`src/pkg/cpl_pkg.sv`:
```
package cpl_pkg;
   // ----------------------------------------
   // link word layout
   // ----------------------------------------
   localparam int CPL_PIX_W = 14;
   localparam int CPL_TX_W = 28;
   localparam int CPL_TX_LVAL = 24;
   localparam int CPL_TX_FVAL = 25;
   localparam int CPL_TX_DVAL = 26;
   // stream word: pixel, then data, line and frame valid
   localparam int CPL_WORD_W = 17;
   localparam int CPL_W_DVAL = 14;
   localparam int CPL_W_LVAL = 15;
   localparam int CPL_W_FVAL = 16;
   // ----------------------------------------
   // register map
   // ----------------------------------------
   localparam logic [3:0] CPL_ADR_CTRL = 4'h0;
   localparam logic [3:0] CPL_ADR_EXPO = 4'h4;
   localparam logic [3:0] CPL_ADR_STAT = 4'h8;
   localparam int CPL_CTRL_EXT = 0;
   localparam int CPL_CTRL_POL = 1;
   localparam int CPL_CTRL_MODE = 2;
   localparam logic [1:0] CPL_TM_EDGE = 2'h0;
   localparam logic [1:0] CPL_TM_LEVEL = 2'h1;
   localparam logic [1:0] CPL_TM_SYNC = 2'h2;
   localparam logic CPL_EXT_RST = 1'h0;
   localparam logic CPL_POL_RST = 1'h0;
   localparam logic [1:0] CPL_MODE_RST = 2'h0;
   // ----------------------------------------
   // timing
   // ----------------------------------------
   localparam int CPL_CLK_MHZ = 50;
   localparam int CPL_EXPO_MIN_US = 100;
   localparam logic [31:0] CPL_READOUT_CYC = 32'h00000010;
   // ----------------------------------------
   // synchroniser lanes
   // ----------------------------------------
   localparam int CPL_SYNC_W = 5;
   localparam int CPL_SY_LCLK = 0;
   localparam int CPL_SY_TRIG = 1;
   localparam int CPL_SY_SW0 = 2;
   localparam int CPL_SY_SW1 = 3;
   localparam int CPL_SY_TC = 4;
   typedef enum logic [1:0] {
      CPL_ST_IDLE = 2'b00,
      CPL_ST_EXPOSE = 2'b01,
      CPL_ST_READ = 2'b10
   } cpl_state_type;
endpackage

```
`src/pkg/cpl_stream_if.sv`:
```
interface cpl_stream_if #(parameter int W = 17);
   logic valid;
   logic ready;
   logic [W-1:0] data;
   modport src (output valid, output data, input ready);
   modport snk (input valid, input data, output ready);
endinterface

```
`src/rtl/cpl_top.sv`:
```
module cpl_top import cpl_pkg::*; #(
   parameter logic [31:0] P_EXPO_RST = 32'(CPL_EXPO_MIN_US * CPL_CLK_MHZ)
) (
   // clock and reset
   input wire logic i_clk,
   input wire logic i_rstn,
   // wishbone slave
   input wire logic i_wb_cyc,
   input wire logic i_wb_stb,
   input wire logic i_wb_we,
   input wire logic [3:0] i_wb_adr,
   input wire logic [3:0] i_wb_sel,
   input wire logic [31:0] i_wb_dat,
   output logic [31:0] o_wb_dat,
   output logic o_wb_ack,
   // pixel stream in
   input wire logic i_pix_valid,
   input wire logic [CPL_WORD_W-1:0] i_pix_word,
   output logic o_pix_ready,
   // link side
   input wire logic i_link_clk,
   output logic [CPL_TX_W-1:0] o_tx_word,
   // serial control lines
   input wire logic [1:0] i_rear_switch_bank,
   input wire logic i_ser_tc,
   output logic o_ser_tc_rx,
   input wire logic i_ser_tfg_tx,
   output logic o_ser_tfg,
   output logic o_ser_tfg_oe,
   // timing pins
   input wire logic i_trig_in,
   output logic o_integ_out,
   output logic o_integ_oe,
   output logic o_readout_start
);
   // ----------------------------------------
   // state
   // ----------------------------------------
   typedef struct packed {
      logic ack;
      logic [31:0] rdat;
      logic ext;
      logic pol;
      logic [1:0] mode;
      logic [31:0] expo;
      logic lclk_prev;
      logic trig_prev;
      cpl_state_type st;
      logic [31:0] cnt;
      logic pend;
      logic armed;
      logic [CPL_TX_W-1:0] tx;
      logic lval;
      logic fval;
      logic tfg;
      logic tfg_oe;
      logic tc_rx;
      logic integ;
      logic rd_pulse;
      logic [15:0] rd_count;
   } cpl_top_type;
   cpl_top_type q;
   cpl_top_type d;
   logic [CPL_SYNC_W-1:0] sy_in;
   logic [CPL_SYNC_W-1:0] sy;
   logic bus_wr;
   logic lclk_rise;
   logic trig_act;
   logic trig_rise;
   logic trig_fall;
   logic ser_en;
   logic [1:0] new_mode;
   logic new_ext;
   cpl_stream_if #(.W(CPL_WORD_W)) in_if ();
   cpl_stream_if #(.W(CPL_WORD_W)) out_if ();
   // ----------------------------------------
   // pin synchronisers and buffer
   // ----------------------------------------
   assign sy_in = {i_ser_tc, i_rear_switch_bank, i_trig_in, i_link_clk};
   cpl_sync3 #(.W(CPL_SYNC_W)) u_sync (
      .i_clk(i_clk),
      .i_rstn(i_rstn),
      .i_async(sy_in),
      .o_level(sy)
   );
   assign in_if.valid = i_pix_valid;
   assign in_if.data = i_pix_word;
   assign o_pix_ready = in_if.ready;
   cpl_buf2 u_buf (
      .i_clk(i_clk),
      .i_rstn(i_rstn),
      .s_in(in_if.snk),
      .s_out(out_if.src)
   );
   // the buffer drains one word per link clock; an empty slot sends a blank word
   assign lclk_rise = sy[CPL_SY_LCLK] && !q.lclk_prev;
   assign out_if.ready = lclk_rise;
   // ----------------------------------------
   // link word packing
   // ----------------------------------------
   function automatic logic [CPL_TX_W-1:0] cpl_pack(
      input logic [CPL_PIX_W-1:0] pix,
      input logic dval,
      input logic lval,
      input logic fval
   );
      logic [CPL_TX_W-1:0] w;
      w = '0;
      w[4:0] = pix[4:0];
      w[6] = pix[5];
      w[27] = pix[6];
      w[5] = pix[7];
      w[9:7] = pix[10:8];
      w[14:12] = pix[13:11];
      w[CPL_TX_DVAL] = dval;
      w[CPL_TX_LVAL] = lval;
      w[CPL_TX_FVAL] = fval;
      return w;
   endfunction
   // ----------------------------------------
   // next state
   // ----------------------------------------
   assign bus_wr = i_wb_cyc && i_wb_stb && i_wb_we && q.ack && (i_wb_adr == CPL_ADR_CTRL);
   assign new_ext = i_wb_sel[0] ? i_wb_dat[CPL_CTRL_EXT] : q.ext;
   assign new_mode = i_wb_sel[0] ? i_wb_dat[CPL_CTRL_MODE+:2] : q.mode;
   assign trig_act = q.pol ? sy[CPL_SY_TRIG] : !sy[CPL_SY_TRIG];
   assign trig_rise = q.ext && trig_act && !q.trig_prev;
   assign trig_fall = q.ext && !trig_act && q.trig_prev;
   // position two on blocks the serial lines
   assign ser_en = !sy[CPL_SY_SW1];
   always_comb
   begin
      d = q;
      d.rd_pulse = 1'b0;
      // classic wishbone: one-cycle ack, dropped the cycle after
      d.ack = i_wb_cyc && i_wb_stb && !q.ack;
      if (i_wb_cyc && i_wb_stb && !q.ack)
      begin
         unique case (i_wb_adr)
            CPL_ADR_CTRL: d.rdat = {28'h0000000, q.mode, q.pol, q.ext};
            CPL_ADR_EXPO: d.rdat = q.expo;
            CPL_ADR_STAT: d.rdat = {q.rd_count, 10'h000, sy[CPL_SY_SW1:CPL_SY_SW0],
                                    q.armed, q.pend, q.st};
            default: d.rdat = 32'h00000000;
         endcase
      end
      if (i_wb_cyc && i_wb_stb && i_wb_we && q.ack && (i_wb_adr == CPL_ADR_EXPO))
      begin
         for (int b = 0; b < 4; b++)
         begin
            if (i_wb_sel[b])
               d.expo[8*b+:8] = i_wb_dat[8*b+:8];
         end
      end
      // link word, refreshed only on a link clock edge
      d.lclk_prev = sy[CPL_SY_LCLK];
      if (lclk_rise)
      begin
         if (out_if.valid)
         begin
            d.lval = out_if.data[CPL_W_LVAL];
            d.fval = out_if.data[CPL_W_FVAL];
            d.tx = cpl_pack(out_if.data[CPL_PIX_W-1:0], out_if.data[CPL_W_DVAL],
                            out_if.data[CPL_W_LVAL], out_if.data[CPL_W_FVAL]);
         end
         else
            d.tx = cpl_pack(14'h0000, 1'b0,
                            q.lval, q.fval);
      end
      // serial control, idle high while blocked
      d.tfg = ser_en ? i_ser_tfg_tx : 1'b1;
      d.tfg_oe = ser_en;
      d.tc_rx = ser_en ? sy[CPL_SY_TC] : 1'b1;
      // exposure sequencing
      d.trig_prev = trig_act;
      unique case (q.st)
         CPL_ST_IDLE:
         begin
            if (!q.ext)
            begin
               d.st = CPL_ST_EXPOSE;
               d.cnt = q.expo;
            end
            else if (trig_rise && (q.mode == CPL_TM_SYNC))
            begin
               // first pulse only arms; exposure spans pulse to pulse
               d.armed = 1'b1;
               d.st = CPL_ST_EXPOSE;
            end
            else if (trig_rise)
            begin
               d.st = CPL_ST_EXPOSE;
               d.cnt = q.expo;
            end
         end
         CPL_ST_EXPOSE:
         begin
            if (q.ext && (q.mode == CPL_TM_SYNC))
            begin
               if (trig_rise)
               begin
                  d.st = CPL_ST_READ;
                  d.cnt = CPL_READOUT_CYC;
                  d.rd_pulse = 1'b1;
               end
            end
            else if (q.ext && (q.mode == CPL_TM_LEVEL))
            begin
               if (trig_fall)
               begin
                  d.st = CPL_ST_READ;
                  d.cnt = CPL_READOUT_CYC;
                  d.rd_pulse = 1'b1;
               end
            end
            else
            begin
               if (trig_rise)
                  d.pend = 1'b1;
               if (q.cnt <= 32'h00000001)
               begin
                  d.st = CPL_ST_READ;
                  d.cnt = CPL_READOUT_CYC;
                  d.rd_pulse = 1'b1;
               end
               else
                  d.cnt = q.cnt - 32'h00000001;
            end
         end
         CPL_ST_READ:
         begin
            if (trig_rise && !(q.mode == CPL_TM_SYNC))
               d.pend = 1'b1;
            if (q.cnt <= 32'h00000001)
            begin
               if (!q.ext || (q.mode == CPL_TM_SYNC) || q.pend || d.pend)
               begin
                  // a trigger seen during readout runs the next cycle at once
                  d.st = CPL_ST_EXPOSE;
                  d.cnt = q.expo;
                  d.pend = 1'b0;
               end
               else
                  d.st = CPL_ST_IDLE;
            end
            else
               d.cnt = q.cnt - 32'h00000001;
         end
         default:
            d.st = CPL_ST_IDLE;
      endcase
      if (d.rd_pulse)
         d.rd_count = q.rd_count + 16'h0001;
      // a control write that changes ext or mode restarts sequencing, so sync mode needs a fresh first pulse
      if (bus_wr)
      begin
         if (i_wb_sel[0])
            d.pol = i_wb_dat[CPL_CTRL_POL];
         d.ext = new_ext;
         d.mode = new_mode;
         if ((new_ext != q.ext) || (new_mode != q.mode))
         begin
            d.st = CPL_ST_IDLE;
            d.armed = 1'b0;
            d.pend = 1'b0;
            d.rd_pulse = 1'b0;
         end
      end
      if (!d.ext)
         d.pend = 1'b0;
      d.integ = (d.st == CPL_ST_EXPOSE) && !d.ext;
   end
   // ----------------------------------------
   // registers
   // ----------------------------------------
   always_ff @(posedge i_clk or negedge i_rstn)
   begin
      if (!i_rstn)
      begin
         q <= '0;
         q.ext <= CPL_EXT_RST;
         q.pol <= CPL_POL_RST;
         q.mode <= CPL_MODE_RST;
         q.expo <= P_EXPO_RST;
         q.st <= CPL_ST_IDLE;
         q.tfg <= 1'b1;
         q.tc_rx <= 1'b1;
      end
      else
         q <= d;
   end
   assign o_wb_ack = q.ack;
   assign o_wb_dat = q.rdat;
   assign o_tx_word = q.tx;
   assign o_ser_tfg = q.tfg;
   assign o_ser_tfg_oe = q.tfg_oe;
   assign o_ser_tc_rx = q.tc_rx;
   assign o_integ_out = q.integ;
   assign o_integ_oe = !q.ext;
   assign o_readout_start = q.rd_pulse;
endmodule

```
`src/rtl/cpl_sync3.sv`:
```
module cpl_sync3 #(parameter int W = 1) (
   // clock and reset
   input wire logic i_clk,
   input wire logic i_rstn,
   // asynchronous levels and their agreed copies
   input wire logic [W-1:0] i_async,
   output logic [W-1:0] o_level
);
   typedef struct packed {
      logic [W-1:0] f1;
      logic [W-1:0] f2;
      logic [W-1:0] f3;
      logic [W-1:0] lvl;
   } cpl_sync_type;
   cpl_sync_type q;
   cpl_sync_type d;
   logic [W-1:0] lvl_nx;
   // a change counts only once stages two and three agree
   for (genvar g = 0; g < W; g++)
   begin : g_bit
      assign lvl_nx[g] = (q.f2[g] == q.f3[g]) ? q.f3[g] : q.lvl[g];
   end
   always_comb
   begin
      d = q;
      d.f1 = i_async;
      d.f2 = q.f1;
      d.f3 = q.f2;
      d.lvl = lvl_nx;
   end
   always_ff @(posedge i_clk or negedge i_rstn)
   begin
      if (!i_rstn)
         q <= '0;
      else
         q <= d;
   end
   assign o_level = q.lvl;
endmodule

```
`src/rtl/cpl_buf2.sv`:
```
module cpl_buf2 import cpl_pkg::*; (
   // clock and reset
   input wire logic i_clk,
   input wire logic i_rstn,
   // filling side
   cpl_stream_if.snk s_in,
   // draining side
   cpl_stream_if.src s_out
);
   typedef struct packed {
      logic [1:0][CPL_WORD_W-1:0] mem;
      logic wr;
      logic rd;
      logic [1:0] cnt;
   } cpl_buf_type;
   cpl_buf_type q;
   cpl_buf_type d;
   logic push;
   logic pop;
   assign push = s_in.valid && s_in.ready;
   assign pop = s_out.valid && s_out.ready;
   always_comb
   begin
      d = q;
      if (push)
      begin
         d.mem[q.wr] = s_in.data;
         d.wr = ~q.wr;
      end
      if (pop)
         d.rd = ~q.rd;
      d.cnt = q.cnt + {1'b0, push} - {1'b0, pop};
   end
   always_ff @(posedge i_clk or negedge i_rstn)
   begin
      if (!i_rstn)
         q <= '0;
      else
         q <= d;
   end
   // full stalls the source, so nothing is ever overwritten
   assign s_in.ready = (q.cnt != 2'h2);
   assign s_out.valid = (q.cnt != 2'h0);
   assign s_out.data = q.mem[q.rd];
endmodule

```
`config.mk`:
```
export PLATFORM = sky130hd
export DESIGN_NAME = cpl_top
export DESIGN_NICKNAME = d
export VERILOG_FILES = /design/src/pkg/cpl_pkg.sv /design/src/pkg/cpl_stream_if.sv /design/src/rtl/cpl_top.sv /design/src/rtl/cpl_sync3.sv /design/src/rtl/cpl_buf2.sv
export SDC_FILE = /design/constraint.sdc
export NUM_CORES = 1
export LEC_CHECK = 0
export ABC_AREA = 0
export BUFFER_PORTS_ARGS = -buffer_cell sky130_fd_sc_hd__buf_2
export CAP_MARGIN = 20
export CORE_ASPECT_RATIO = 1.2
export CORE_UTILIZATION = 25
export CTS_CLUSTER_SIZE = 14
export DETAILED_ROUTE_END_ITERATION = 7
export PLACE_DENSITY = 0.44
export SETUP_SLACK_MARGIN = 0.15
export SKIP_LAST_GASP = 1
export SYNTH_ARGS = -nofsm -noshare
export SYNTH_HDL_FRONTEND = slang
export SYNTH_SLANG_ARGS = --single-unit
```
`constraint.sdc`:
```
create_clock -name i_clk -period 3.2 [get_ports i_clk]
set_input_delay 0.16 -clock i_clk [delete_from_list [all_inputs] [get_ports i_clk]]
set_output_delay 0.16 -clock i_clk [all_outputs]
set_load 0.005 [all_outputs]
```
==> impl_metrics.py <==
metrics = {
    "status": {
        "run_status": "finished clean",
    },
    "synthesis": {
        "synth.yosys.seq_area_share": 0.527,
        "dominantRegCellSynth": "sky130_fd_sc_hd__dfrtp_1",
        "synth-adder-area-share": 0.0167,
        "syn_avg_cell_area_sq_um": 11.1,
        "unique_masters_post_synth": 67,
        "multiplexer_area_fraction_after_synthesis": 0.102,
        "asyncSetResetFlopFracSynth": 1.00,
        "synthesized_area_fraction_occupied_by_ao_oa_aoi_and_oai_cells": 0.139,
        "yosys_register_bits": 205,
        "synth.cell_area_sq_um": 9740,
        "synthesis_warnings": 0,
        "synth_xor_area_frac": 0.0216,
        "cells_after_synth": 878,
        "synth_simple_gate_area_frac": 0.112,
        "synth-edff-count": 0,
        "largest_family_of_logic_cells_by_synthesized_area": "compound AO/OA/AOI/OAI gates",
    },
    "floorplanning": {
        "floorplan.initialDensity": 0.256,
        "top_level_ports": 137,
        "floorplan.die.height_microns": 218,
        "fp.coreArea_sq_um": 38100,
        "rows": 78,
        "die-width_microns": 182,
        "dieArea_sq_um": 39800,
    },
    "worst_setup_path": {
        "critical_path.most_common_cell": "sky130_fd_sc_hd__or4_4",
        "r2r_start": "q[59]$_DFFE_PN0P_",
        "cp_cell_sequence": "or4_4 -> or4_4 -> nor4_4 -> buf_4 -> nor2_2 -> buf_8 -> a221oi_1 -> a21oi_1",
        "cp.arrival_ns": 3.28,
        "timing.setup.critical_path_class": "reg2reg",
        "largest_delay_contributor_family_on_the_critical_path": "simple AND/OR/NAND/NOR gates",
        "critical_path_required_ns": 3.60,
        "worst_r2r_endpoint": "q[53]$_DFFE_PN0P_",
        "critical_path_depth": 8,
        "worstSetupEndpointType": "flop",
        "crit_path_end": "q[53]$_DFFE_PN0P_",
        "crit_fanout": 13,
        "critical_path.n_buffers_inverters": 2,
        "reg2regPathDepth": 8,
        "critical-path-slowest-cell": "sky130_fd_sc_hd__or4_4",
        "worst_setup_path_start_kind": "flop",
        "crit_start": "q[59]$_DFFE_PN0P_",
        "setup.reg_to_reg.worst_slack_ns": 0.32,
        "cpPeakStageDelay_ns": 0.58,
    },
    "clock_network": {
        "tritoncts": "built",
        "tritoncts.num_buffers": 26,
        "clock_tree.htree_level_count": 1,
        "cts_max_path_buffers": 3,
        "cts.clk_slew.worst_paths_ns": 0.06,
        "clk_latency_ns": 0.52,
        "cts_num_sinks": 205,
        "cts-root-buf": "sky130_fd_sc_hd__clkbuf_16",
    },
    "detailed_routing": {
        "post_route_antenna_net_violation_count": 0,
        "firstDrtPassIters": 4,
        "drcViolationCount": 0,
        "vias_per_cell": 4.69,
        "route.vias.total": 7180,
        "route.detailed.wl_per_inst_microns": 17.0,
        "detailedRoute.firstIterationViolations": 369,
        "drt_wl_total_microns": 26000,
    },
    "sta": {
        "rsz0062_at_grt": "false",
        "worst-slew-pin-transition_ns": 0.874,
        "slew_headroom": 0.417,
        "fin_worst_hold_slack_ns": 0.148,
        "hold_violations": 0,
        "min_period_over_period": 0.900,
        "post-route-min-period_ns": 2.88,
        "setup_viol_count_final": 0,
        "max_frequency_mhz": 347,
        "totalNegativeSetupSlack_ns": 0,
        "worst_slack_ns": 0.320,
        "drv_slew": 0,
        "final.setup_skew_ns": 0.0101,
    },
    "power_and_ir_drop": {
        "power_leakage_nw": 5.56,
        "power.density_nw_per_um2": 895,
        "ir_worst_vdd_mv": 0.532,
        "power_w": 0.0109,
    },
    "cells_and_area": {
        "synthToLayoutAreaGrowth_pct": 25.1,
        "final_common_cell": "sky130_fd_sc_hd__dfrtp_1",
        "antenna_diode_count": 0,
        "final_cell_mix": "198 x sky130_fd_sc_hd__dfrtp_1, 124 x sky130_fd_sc_hd__buf_2, 72 x sky130_fd_sc_hd__mux2_2",
        "finish.cell_count_without_fillers": 1532,
        "finish.net_count": 1110,
        "layout.filler_cells": 3936,
        "share_of_layout_cells_above_drive_strength_1": 0.297,
    },
    "global_route": {
        "grt_remaining_overflow": 0,
        "grt.total_usage": 0.133,
        "grt_pass1_wl_microns": 41900,
        "largest_net_degree_at_the_start_of_global_routing": 100,
        "first_global_vias": 7353,
        "antenna_found_initial": 0,
    },
    "flow_run": {
        "max_cap_violations": 0,
    },
    "placement": {
        "buffer_ports.inserted": 125,
        "dp_worst_setup_slack_ns": 0.213,
        "place.detailed.instances": 1426,
        "gp_routability_congestion": 0.772,
        "dp_hpwl_microns": 18400,
    },
    "hold_path": {
        "min_path_type": "in2reg",
    },
}
cell type report:
type                    count  area [sq um]  share of cell area
clock buffers              38           797              0.0654
clock inverters            10           133              0.0109
inverters                  31           116             0.00955
multi-input cells         547          3870               0.318
flip-flops and latches    205          5140               0.422
well taps                 480           601              0.0493
repair buffers            221          1530               0.126
repair_timing:
action                     in CTS  in global routing
hold buffers                   57                  0
gates resized for setup         0                  3
hold endpoints to repair      171                  0
buffers inserted                0                  1
setup endpoints to repair       0                 34
state kept, by name (all words and copies together) (netlist names):
name             count
q                   92
o_readout_start      1
o_tx_word           17
o_integ_out          1
u_buf.q             38
o_ser_tc_rx          1
o_ser_tfg            1
o_ser_tfg_oe         1
u_sync.d            10
u_sync.q             5
o_wb_ack             1
o_wb_dat            32
u_sync.o_level       5
layer usage:
layer / global-route usage / wire, microns
met2: 0.222 / 12400
met1: 0.176 / 11800
met3: 0.0217 / 1060
met5: 0 / 0
met4: 0.0367 / 687
report_power, final:
group / switching, W / internal, W / leakage, nW
sequential: 0.000426 / 0.00316 / 2.65
combinational: 0.00244 / 0.00179 / 2.45
clock: 0.00112 / 0.00196 / 0.464
worst min-delay path: stages:
cell and delay (ns):
sky130_fd_sc_hd__buf_2 0.09, sky130_fd_sc_hd__nand3b_1 0.09, sky130_fd_sc_hd__buf_4 0.22, sky130_fd_sc_hd__inv_1 0.07
metrics by stage:
step,utilization,cell area [sq um]
4_1_cts,0.320,12200
6_report,0.320,12200
5_1_grt,0.320,12200
3_3_place_gp,0.280,10700
3_5_place_dp,0.280,10700
2_1_floorplan,-,9780
synth_stat cells (all sizes together), types with 4 or more instances:
master,number,area (sq um)
or4,10,86.3
mux2,73,822
nor3,28,155
nor4,15,140
buf,77,567
and2,6,37.5
dfrtp,198,4950
a211oi,7,52.6
o2bb2ai,15,131
a21oi,21,105
maj3,5,50.1
a22o,11,96.3
xnor2,11,96.3
mux2i,17,170
nor2,37,139
ha,9,113
nand2,65,244
nor2b,4,25.0
o22ai,6,37.5
nand4,8,50.1
o21ai,76,380
clkbuf,28,105
a32oi,11,96.3
a22oi,31,233
xor2,13,114
nand3,11,55.1
or2,6,37.5
inv,31,116
and3,4,25.0
or3,6,37.5
dfstp,7,184
logic make-up (layout without fill, tap and decap cells):
family | Yosys count | in the layout
buffers and inverters | 136 | 300
AO/OA/AOI/OAI | 201 | 201
other | 1 | 11
multiplexers | 90 | 90
AND/OR/NAND/NOR | 207 | 207
flip-flops | 205 | 205
XOR/XNOR | 24 | 24
adder cells (fa/ha/maj) | 14 | 14
worst min path at each step:
stage / slack (ns) / from / cells past startpoint / endpoint
CTS: 0.12 / i_wb_adr[2] / 4 / o_wb_dat[0]$_DFFE_PN0P_
detailed placement: 0.27 / i_trig_in / 1 / u_sync.d[11]$_DFF_PN0_
global route: 0.17 / i_wb_stb / 4 / o_wb_ack$_DFF_PN0_
global placement: 0.27 / i_trig_in / 1 / u_sync.d[11]$_DFF_PN0_
floorplan: -0.14 / i_rstn / 0 / o_integ_out$_DFF_PN0_
finish: 0.15 / i_wb_stb / 4 / o_wb_ack$_DFF_PN0_
Note: power is estimated with default switching activity, not from simulation.
